==> src/logic/bpm_defines.vh <==
// Purpose: Shared constants for the battery power-mode controller
// Assumes: Plain Verilog-2005, included by bare name
// Notes:   Voltages in millivolts
`ifndef BPM_DEFINES_VH
`define BPM_DEFINES_VH

`define BPM_CAL_SHIFT        14
`define BPM_WAKE_IO_BIT      6
`define BPM_WAKE_BUS_BIT     5
`define BPM_WAKE_CUR_BIT     4
`define BPM_WAKE_VOLT_BIT    3
`define BPM_WAKE_SEL_HI      2
`define BPM_WAKE_SEL_LO      0
`define BPM_WAKE_SOURCES     4
`define BPM_WAKE_CFG_RESET   8'h00
`define BPM_MIN_INTERVAL     16'h0002
`define BPM_CONSEC_NEEDED    2'h2
`define BPM_WAKE_MV_0        16'h1900
`define BPM_WAKE_MV_1        16'h1A04
`define BPM_WAKE_MV_2        16'h22B0
`define BPM_WAKE_MV_3        16'h2580
`define BPM_WAKE_MV_4        16'h2706
`define BPM_WAKE_MV_5        16'h2B5C
`define BPM_WAKE_MV_6        16'h3200
`define BPM_WAKE_MV_7        16'h33F4

`endif

==> src/logic/bpm_threshold.v <==
// Purpose: Run/sample current threshold from limit and gain calibration
// Assumes: Unsigned operands, registered result
// Notes:   Same magnitude applies to charge and discharge
`default_nettype none
`include "bpm_defines.vh"

module bpm_threshold #(
	parameter W = 16
) (
	input  wire         clock,
	input  wire         rst_n,
	input  wire [W-1:0] run_threshold_param,
	input  wire [W-1:0] current_gain_cal,
	output reg  [W-1:0] threshold
);
	wire [2*W-1:0] product;
	wire [2*W-1:0] scaled;

	assign product = run_threshold_param * current_gain_cal;
	assign scaled  = product >> `BPM_CAL_SHIFT;

	always @(posedge clock or negedge rst_n) begin
		if (!rst_n) begin
			threshold <= {W{1'b0}};
		end else begin
			threshold <= scaled[W-1:0];
		end
	end
endmodule
`default_nettype wire

==> src/logic/bpm_wake_decode.v <==
// Purpose: Decode wake configuration byte into enables and wake level
// Assumes: Level table in millivolts
// Notes:   Purely combinational
`default_nettype none
`include "bpm_defines.vh"

module bpm_wake_decode (
	input  wire [7:0]  wake_config,
	output wire        wake_on_io_en,
	output wire        wake_on_bus_en,
	output wire        wake_on_current_en,
	output wire        wake_on_voltage_en,
	output reg  [15:0] wake_level_mv
);
	wire [2:0] wake_voltage_select;

	assign wake_on_io_en       = wake_config[`BPM_WAKE_IO_BIT];
	assign wake_on_bus_en      = wake_config[`BPM_WAKE_BUS_BIT];
	assign wake_on_current_en  = wake_config[`BPM_WAKE_CUR_BIT];
	assign wake_on_voltage_en  = wake_config[`BPM_WAKE_VOLT_BIT];
	assign wake_voltage_select = wake_config[`BPM_WAKE_SEL_HI:`BPM_WAKE_SEL_LO];

	always @* begin
		case (wake_voltage_select)
			3'h0: wake_level_mv = `BPM_WAKE_MV_0;
			3'h1: wake_level_mv = `BPM_WAKE_MV_1;
			3'h2: wake_level_mv = `BPM_WAKE_MV_2;
			3'h3: wake_level_mv = `BPM_WAKE_MV_3;
			3'h4: wake_level_mv = `BPM_WAKE_MV_4;
			3'h5: wake_level_mv = `BPM_WAKE_MV_5;
			3'h6: wake_level_mv = `BPM_WAKE_MV_6;
			default: wake_level_mv = `BPM_WAKE_MV_7;
		endcase
	end
endmodule
`default_nettype wire

==> src/logic/bpm_mode_ctrl.v <==
// Purpose: Run / Sample / Sleep power-mode controller of a battery manager
// Assumes: period_tick is one clock wide, once per measurement period;
//          meas_done pulses once when a conversion set has finished
// Notes:   Outputs other than wake_config register the next state, so they move with power_mode
// Operation
// - Threshold equals limit times gain over 16384
// - Enter Run after two readings above threshold
// - Run exits only to Sample
// - Leave Run after two readings below threshold
// - Run measures and calculates every period
// - Sample goes to Run or Sleep
// - Sample measures once per interval count, min two
// - Converter idle in other Sample periods
// - Sleep when pack voltage below limit in Sample
// - No Sleep while current holds Run
// - Sleep exits to Run on enabled wake
// - Sleep: no measure, calc, display, bus
// - Four individually enabled wake sources
// - Wake byte bit layout
// - Wake level table selects voltage threshold
`default_nettype none
`include "bpm_defines.vh"

module bpm_mode_ctrl #(
	parameter CW = 16,
	parameter VW = 16
) (
	input  wire          clock,
	input  wire          reset_n,
	input  wire          period_tick,
	input  wire          meas_done,
	input  wire [CW-1:0] current_magnitude,
	input  wire [VW-1:0] pack_voltage_input,
	input  wire [CW-1:0] run_threshold_param,
	input  wire [CW-1:0] current_gain_cal,
	input  wire [15:0]   sample_interval_count,
	input  wire [VW-1:0] sleep_voltage_limit,
	input  wire          wake_cfg_write,
	input  wire [7:0]    wake_cfg_wdata,
	input  wire          bus_activity,
	input  wire          io_activity,
	output reg  [7:0]    wake_config,
	output reg  [2:0]    power_mode,
	output reg           meas_start,
	output reg           calc_enable,
	output reg           bus_enable,
	output reg           display_enable,
	output reg           converter_enable
);
	localparam ST_SAMPLE = 3'b001;
	localparam ST_RUN    = 3'b010;
	localparam ST_SLEEP  = 3'b100;

	reg           rst_meta;
	reg           rst_n;
	reg  [2:0]    state;
	reg  [2:0]    next_state;
	reg  [1:0]    above_count;
	reg  [1:0]    below_count;
	reg  [15:0]   interval_count;
	reg           meas_period;
	wire [CW-1:0] threshold;
	wire          wake_on_io_en;
	wire          wake_on_bus_en;
	wire          wake_on_current_en;
	wire          wake_on_voltage_en;
	wire [15:0]   wake_level_mv;
	wire [15:0]   interval_limit;
	wire          interval_hit;
	wire          is_above;
	wire          is_below;
	wire          wake_hit;
	// Wake source vectors, io at the top down to voltage at bit 0
	wire          volt_at_level;
	wire [3:0]    wake_src_en;
	wire [3:0]    wake_src_req;
	wire [3:0]    wake_src_hit;
	wire          mode_change;
	wire          run_next;
	wire          sleep_next;
	wire          sample_stay;
	wire          start_now;
	wire          conv_now;

	// Saturating so a long run of readings never wraps back to zero
	// Shared by the above and the below count
	function [1:0] consec_next;
		input [1:0] count;
		input       hit;
		begin
			if (!hit) begin
				consec_next = 2'h0;
			end else if (&count) begin
				consec_next = count;
			end else begin
				consec_next = count + 2'h1;
			end
		end
	endfunction

	// Reset release through two flops
	always @(posedge clock or negedge reset_n) begin
		if (!reset_n) begin
			rst_meta <= 1'b0;
			rst_n    <= 1'b0;
		end else begin
			rst_meta <= 1'b1;
			rst_n    <= rst_meta;
		end
	end

	bpm_threshold #(
		.W (CW)
	) u_thr (
		.clock               (clock),
		.rst_n               (rst_n),
		.run_threshold_param (run_threshold_param),
		.current_gain_cal    (current_gain_cal),
		.threshold           (threshold)
	);

	bpm_wake_decode u_wake (
		.wake_config        (wake_config),
		.wake_on_io_en      (wake_on_io_en),
		.wake_on_bus_en     (wake_on_bus_en),
		.wake_on_current_en (wake_on_current_en),
		.wake_on_voltage_en (wake_on_voltage_en),
		.wake_level_mv      (wake_level_mv)
	);

	// Counts below two are clamped so the converter never runs every period in Sample
	assign interval_limit = (sample_interval_count < `BPM_MIN_INTERVAL) ?
		`BPM_MIN_INTERVAL : sample_interval_count;
	assign interval_hit = (interval_count >= interval_limit - 16'h0001);

	// Mode-change helpers; every output below except wake_config is built from the next state
	assign mode_change = (next_state != state);
	assign run_next    = (next_state == ST_RUN);
	assign sleep_next  = (next_state == ST_SLEEP);
	assign sample_stay = (state == ST_SAMPLE) && (next_state == ST_SAMPLE);
	// A conversion set starts every tick in Run, on the counted tick in Sample
	assign start_now = period_tick && (run_next || (sample_stay && interval_hit));
	// Converter stays powered from the counted tick up to the next tick
	assign conv_now  = run_next || (sample_stay && (period_tick ? interval_hit : meas_period));

	assign is_above = (current_magnitude > threshold);
	assign is_below = (current_magnitude < threshold);

	// Wake compares use live inputs since the converter is off in sleep
	assign volt_at_level = (pack_voltage_input >= wake_level_mv);
	assign wake_src_en   = {wake_on_io_en, wake_on_bus_en, wake_on_current_en, wake_on_voltage_en};
	assign wake_src_req  = {io_activity, bus_activity, is_above, volt_at_level};

	// One gate per source, bit order as in the wake byte
	genvar g;
	generate
		for (g = 0; g < `BPM_WAKE_SOURCES; g = g + 1) begin : g_wake
			assign wake_src_hit[g] = wake_src_en[g] && wake_src_req[g];
		end
	endgenerate
	assign wake_hit = |wake_src_hit;

	always @(posedge clock or negedge rst_n) begin
		if (!rst_n) begin
			wake_config <= `BPM_WAKE_CFG_RESET;
		end else if (wake_cfg_write && (state != ST_SLEEP)) begin
			wake_config <= wake_cfg_wdata;
		end
	end

	always @* begin
		next_state = state;
		case (state)
			ST_RUN: begin
				if (meas_done && is_below && (below_count == `BPM_CONSEC_NEEDED - 2'h1)) begin
					next_state = ST_SAMPLE;
				end
			end
			ST_SAMPLE: begin
				if (meas_done && is_above && (above_count == `BPM_CONSEC_NEEDED - 2'h1)) begin
					next_state = ST_RUN;
					// Sleep is judged on this reading's voltage, never a stale one
				end else if (meas_done && !is_above && (pack_voltage_input < sleep_voltage_limit)) begin
					next_state = ST_SLEEP;
				end
			end
			ST_SLEEP: begin
				if (wake_hit) begin
					next_state = ST_RUN;
				end
			end
			default: next_state = ST_SAMPLE;
		endcase
	end

	// Power mode register; only next_state moves it
	always @(posedge clock or negedge rst_n) begin
		if (!rst_n) begin
			state <= ST_SAMPLE;
		end else begin
			state <= next_state;
		end
	end

	// Consecutive readings restart on every mode change, wake-up included
	always @(posedge clock or negedge rst_n) begin
		if (!rst_n) begin
			above_count <= 2'h0;
		end else if (mode_change) begin
			above_count <= 2'h0;
		end else if (meas_done) begin
			above_count <= consec_next(above_count, is_above);
		end
	end

	always @(posedge clock or negedge rst_n) begin
		if (!rst_n) begin
			below_count <= 2'h0;
		end else if (mode_change) begin
			below_count <= 2'h0;
		end else if (meas_done) begin
			below_count <= consec_next(below_count, is_below);
		end
	end

	// Interval only advances in Sample; Run measures every period anyway
	always @(posedge clock or negedge rst_n) begin
		if (!rst_n) begin
			interval_count <= 16'h0000;
		end else if (mode_change) begin
			interval_count <= 16'h0000;
		end else if (period_tick && (state == ST_SAMPLE)) begin
			interval_count <= interval_hit ? 16'h0000 : interval_count + 16'h0001;
		end
	end

	// Marks the Sample period whose tick started a conversion set
	always @(posedge clock or negedge rst_n) begin
		if (!rst_n) begin
			meas_period <= 1'b0;
		end else if (mode_change) begin
			meas_period <= 1'b0;
		end else if (period_tick) begin
			meas_period <= (state == ST_SAMPLE) && interval_hit;
		end
	end

	// Outputs come from the next state so they move together with power_mode
	always @(posedge clock or negedge rst_n) begin
		if (!rst_n) begin
			power_mode <= ST_SAMPLE;
		end else begin
			power_mode <= next_state;
		end
	end

	// One start pulse on each tick that the mode selects
	always @(posedge clock or negedge rst_n) begin
		if (!rst_n) begin
			meas_start <= 1'b0;
		end else begin
			meas_start <= start_now;
		end
	end

	// Calculations keep the Run rate in Sample and stop in Sleep
	always @(posedge clock or negedge rst_n) begin
		if (!rst_n) begin
			calc_enable <= 1'b0;
		end else begin
			calc_enable <= period_tick && !sleep_next;
		end
	end

	// Bus service ends on the same edge that enters Sleep
	always @(posedge clock or negedge rst_n) begin
		if (!rst_n) begin
			bus_enable <= 1'b0;
		end else begin
			bus_enable <= !sleep_next;
		end
	end

	// Display is off for the whole of Sleep
	always @(posedge clock or negedge rst_n) begin
		if (!rst_n) begin
			display_enable <= 1'b0;
		end else begin
			display_enable <= !sleep_next;
		end
	end

	// Converter power follows the measuring period only
	// Entering Run powers it at once, entering Sleep drops it at once
	always @(posedge clock or negedge rst_n) begin
		if (!rst_n) begin
			converter_enable <= 1'b0;
		end else begin
			converter_enable <= conv_now;
		end
	end
endmodule
`default_nettype wire

==> config.mk <==
export PLATFORM = sky130hd
export DESIGN_NAME = bpm_mode_ctrl
export DESIGN_NICKNAME = d
export VERILOG_FILES = /design/src/logic/bpm_threshold.v /design/src/logic/bpm_wake_decode.v /design/src/logic/bpm_mode_ctrl.v
export VERILOG_INCLUDE_DIRS = /design/src /design/src/logic
export SDC_FILE = /design/constraint.sdc
export NUM_CORES = 1
export LEC_CHECK = 0
export BUFFER_PORTS_ARGS = -buffer_cell sky130_fd_sc_hd__buf_2
export CORE_UTILIZATION = 47
export CTS_BUF_LIST = sky130_fd_sc_hd__clkbuf_16
export DETAILED_ROUTE_END_ITERATION = 6
export PLACE_DENSITY = 0.73
export SYNTH_ARGS = -nofsm -noshare
export SYNTH_HDL_FRONTEND = slang
export SYNTH_SLANG_ARGS = --single-unit
==> constraint.sdc <==
create_clock -name clock -period 5.2 [get_ports clock]
set_input_delay 1.56 -clock clock [delete_from_list [all_inputs] [get_ports clock]]
set_output_delay 1.56 -clock clock [all_outputs]
set_load 0.01 [all_outputs]
Yosys cells after proc, flatten, opt, wreduce, memory -nomap -nowiden --
Cells that the tools add are included.
Word-level totals: bits in registers 54, bits of input ports 111, output and inout port bits 16
Cells by class: $add $sub $neg 4, multiply operators 1, order comparisons 6, equality and inequality tests 18, multiplexer cells 21, reduce and logical (&&, ||, !) cells 31
Operators by type and width (number):
- case mux 14 bit (7 select lines) | 1
- two-way mux 16 bit | 4
- >= comparator 16 bit | 2
- < comparator 16 bit | 2
- multiplier 16 x 16 -> 30 bit | 1
- logical AND 1 bit | 18
- adder 16 x 1 -> 16 bit (second input constant) | 1
- greater-than comparator 16 bit | 1
- < comparator 16 x 2 -> 1 bit (second input constant) | 1
- two-way mux 2 bit | 8
- subtractor 16 x 1 -> 16 bit (second input constant) | 1
- equality test 3 bit (second input constant) | 5
- equality test 3 x 2 -> 1 bit (second input constant) | 4
- two-way mux 3 bit | 4
- equality test 3 x 1 -> 1 bit (second input constant) | 3
- != test 3 bit (second input constant) | 3
- case mux 3 bit (3 select lines) | 1
- AND reduction 2 bit | 4
- nonzero test 2 bit | 3
- adder 2 x 1 -> 2 bit (second input constant) | 2
- equality test 2 x 1 -> 1 bit (second input constant) | 2
- OR reduction 4 bit | 1
- logical NOT 3 bit | 1
- two-way mux 1 bit | 3
- other kinds (3) | 5

Logic depth before layout (Yosys ltp) --
depth after elaboration 12, gate-level depth with buffers 23, mapped depth without buffers 22

Modules after synthesis --
A second synthesis with hierarchy kept.
Second synthesis, totals: cells, all modules 1379, area total of the unflattened synthesis 12284.3 sq um
Modules (own cells, without submodules):
- bpm_threshold | instances 1, cells an instance 909, area an instance 8311.7 sq um
- bpm_mode_ctrl | instances 1, cells an instance 437, area an instance 3728.6 sq um
- bpm_wake_decode | instances 1, cells an instance 33, area an instance 244.0 sq um

Worst setup path after synthesis --
OpenSTA, ideal clock, no wires.
path type in2reg, start point in run_threshold_param[12], end point reg u_thr.threshold[6], arrival 6.847 ns, data required time 5.084 ns, path slack -1.762 ns, stages 20, cell sequence clkbuf_1 > nand2_1 > fa_1 > fa_1 > fa_1 > inv_1 > fa_1 > fa_1 > inv_1 > fa_1 > inv_1 > ha_1 > nand2_1 > nor3_1 > o31ai_1 > nand2_1 > o21ai_0 > a21oi_1 > or4b_2 > o311ai_0
Between the ends: longest elaborated chain between the ends 1
Ends and longest elaborated chain:
- start: declaration | line bpm_mode_ctrl.v:34 | input wire [CW-1:0] run_threshold_param,
- multiplier 16 x 16 -> 30 bit | line bpm_threshold.v:19 | assign product = run_threshold_param * current_gain_cal;
- net u_thr.product[20] | line bpm_threshold.v:16 | wire [2*W-1:0] product;
- end signal: assignment | line bpm_threshold.v:24 | threshold <= {W{1'b0}};
- end signal: assignment | line bpm_threshold.v:26 | threshold <= scaled[W-1:0];
- end: declaration | line bpm_threshold.v:14 | output reg [W-1:0] threshold
The timed path passes the listed nets, and every way through them passes these cells. A chain may end at the register's enable or synchronous reset.

Final worst setup path --
start point in current_gain_cal[11], end point reg u_thr.threshold[15]
Between the ends: longest elaborated chain between the ends 1
Ends and longest elaborated chain:
- start: declaration | line bpm_mode_ctrl.v:35 | input wire [CW-1:0] current_gain_cal,
- multiplier 16 x 16 -> 30 bit | line bpm_threshold.v:19
- net u_thr.product[29] | line bpm_threshold.v:16
The timed path passes the listed nets, and every way through them passes these cells.

==> impl_metrics.toml <==
[run_status]
outcome = "finished with violations"
failed_checks = "setup timing"

[finish]
nFillCells = 2105
n_antenna_cell = 0
final_nets = 2060
mostFrequentLayoutCell = "inv_1"
layout-drive-gt1-share_pct = 25.84
final_util_pct = 59.10
layout_common_cells = "275 x inv_1, 179 x fa_1, 172 x nand2_1"
area_growth_syn_to_layout_pct = 22.78

[synthesis]
syn_avg_cell_area_um2 = 8.795
synth_top_area_share_pct = 31.53
ys.flop_type = "dfrtp_1"
ys_seq_elements = 54
syn_inst = 1386
syn_nets = 1845
synth_area_leaders = "fa_1 32%, ha_1 16%, dfrtp_1 11%"
netlist_area_mm2 = 0.01219
yosysWarnings = 0
synth_edf_count = 0
synth_cell_types = 62
ys_seq_area_share_pct = 11.10
synth_area_leader_cell = "fa_1"
postSynth.asyncResetShare_pct = 100.0

[floorplan]
rows = 58
initial_core_util_pct = 48.13
die_x_um = 163.1
core_mm2 = 0.02533
die_area_mm2 = 0.02659
pin_count = 127
die_y_um = 163.1

[detailed_routing]
drtIter0Drc = 702
drtPass1Iterations = 5
vias = 9928
wirelength_um = 28710
antenna_left = 0
drc = 0
vias_per_cell = 5.139
wl_per_cell_um = 14.86

[sta]
setup_viol = 16
holdWs_ns = 0.3537
slew_headroom_pct = 29.57
skew_ns = 0.009391
drv_slew = 0
rsz0062_at_grt = "yes"
fmax_ghz = 0.1540
worst_pin_slew_ns = 1.054
finalWorstSetupSlack_ns = -1.293
finalCritPeriodShare_pct = 124.9
hold_violations = 0
min_period_ns = 6.493

[setup_path]
path_max_fanout = 8
worst_ep_required_time_ns = 5.41
cp_data_arrival_time_ns = 6.71
critical_path_class = "in -> reg"
end_kind = "register"
worst_setup_path_start_kind = "input pin"

[place]
port_buffers = 126
gp_congestion = 0.8700
hpwl_um = 24040

[global_route]
antenna_found_initial = 0
grt_pass1_wl_um = 48110
grt_max_degree = 53
grt_overflow = 0
grt_pass1_vias = 10300
grt_usage_pct = 22.29

[clock_tree]
htreeDepth = 2
cts_made_buffers = 5
cts_sinks = 54
cts_buffer_depth = 2
cts_tree = "built"
clkTransAtPathRegs_ns = 0.07
cts_hold_buf = 0
cts-root-buf = "clkbuf_16"
clock_latency_ns = 0.29

[power_and_ir_drop]
p_leak_nw = 7.684
ir_drop_mv = 0.8580
p_per_area_mw_per_mm2 = 687.8

[job]
cap_viol_max_count = 0

[worst_hold_path]
worstHoldPathType = "reg -> reg"
state kept, by name (all words and copies together), names as in the netlist:
signal / count
interval_count: 16
meas_start: 1
below_count: 2
rst_n: 1
above_count: 2
u_thr.threshold: 16
rst_meta: 1
converter_enable: 1
power_mode: 3
calc_enable: 1
bus_enable: 1
wake_config: 8
meas_period: 1
repair_timing:
action,in CTS,in global routing
endpoints found under the setup margin,16,35
cloned,0,2
pin swaps,35,34
gates resized for setup,74,64
buffers inserted,8,5
synth_stat cells, types with 11 or more instances:
cell / number
a21o_1: 14
a21oi_1: 32
a21oi_2: 17
and2_1: 124
and3_1: 11
clkbuf_1: 43
dfrtp_1: 53
fa_1: 192
ha_1: 156
inv_1: 293
nand2_1: 180
nand2b_1: 12
nand4_1: 11
nor2_1: 26
nor2b_1: 14
nor3_1: 13
nor3b_1: 11
o21ai_0: 38
xnor2_1: 23
critical path, stage by stage:
cell and delay [ns]:
buf_4 0.15, and2_4 0.14, fa_1 0.53, inv_2 0.05, fa_1 0.54, inv_2 0.04
fa_1 0.53, fa_1 0.45, fa_1 0.50, inv_1 0.05, fa_1 0.49, inv_2 0.05
ha_4 0.23, buf_4 0.14, o21a_1 0.17, nor2_1 0.13, o21ai_2 0.08, a21o_1 0.23
o211ai_1 0.12, nand4_1 0.16, a31oi_1 0.23, xnor2_1 0.14
final timing paths:
check | to | depth (start not counted) | startpoint | slack [ns]
max in group asynchronous | rst_n | 1 | reset_n | 4.06
worst min-delay path | rst_n | 0 | rst_meta | 0.35
worst max register to register | meas_period | 12 | wake_config[2] | 1.79
worst max-delay path | u_thr.threshold[15] | 22 | current_gain_cal[11] | -1.29
min in group asynchronous | wake_config[1] | 1 | rst_n | 0.38
worst min register to register | rst_n | 0 | rst_meta | 0.35
cell families after synthesis:
kind of cell	synth area share, %
AND/OR/NAND/NOR	19.33
adder cells (fa/ha/maj)	47.54
buffers and inverters	10.84
AO/OA/AOI/OAI	7.883
flip-flops	11.10
XOR/XNOR	2.371
multiplexers	0.9135
other	0.03076
layout make-up:
type | instances | area [µm²] | area share (%)
Clock inverter | 3 | 37.54 | 0.2508
Timing Repair Buffer | 258 | 1881 | 12.56
Inverter | 293 | 1100 | 7.348
Clock buffer | 5 | 125.1 | 0.8360
Multi-Input combinational cell | 989 | 10060 | 67.20
Sequential cell | 54 | 1354 | 9.045
Tap cell | 330 | 412.9 | 2.759
per-stage QoR:
stage / TNS, ns / instance area (µm²) / instances / total power, mW / worst slack, ns
after floorplan: -16.93 / 12640 / 1386 / 6.502 / -1.277
after CTS: -17.50 / 14650 / 1926 / 9.681 / -1.247
after detailed placement: -26.94 / 14180 / 1910 / 8.622 / -1.694
after global routing: -20.39 / 14970 / 1932 / 11.44 / -1.503
final: -17.22 / 14970 / 1932 / 10.29 / -1.293
after global placement: -24.11 / 14180 / 1910 / 8.330 / -1.560
power by group:
| group | total (mW) | internal [mW] | switching, mW |
|---|---|---|---|
| Combinational | 9.24 | 4.62 | 4.62 |
| Sequential | 0.689 | 0.622 | 0.0669 |
| Clock | 0.364 | 0.224 | 0.140 |
| Total | 10.3 | 5.47 | 4.83 |
metal layers:
| metal | vias up | wire length, µm | GRT usage, % |
|---|---|---|---|
| li1 | 4758 | - | - |
| met4 | 0 | 403 | 4.333 |
| met1 | 4816 | 12890 | 30.24 |
| met5 | - | 0 | 0 |
| met2 | 318 | 13550 | 38.24 |
| met3 | 36 | 1870 | 2.819 |
(Power assumes the default switching activity.)
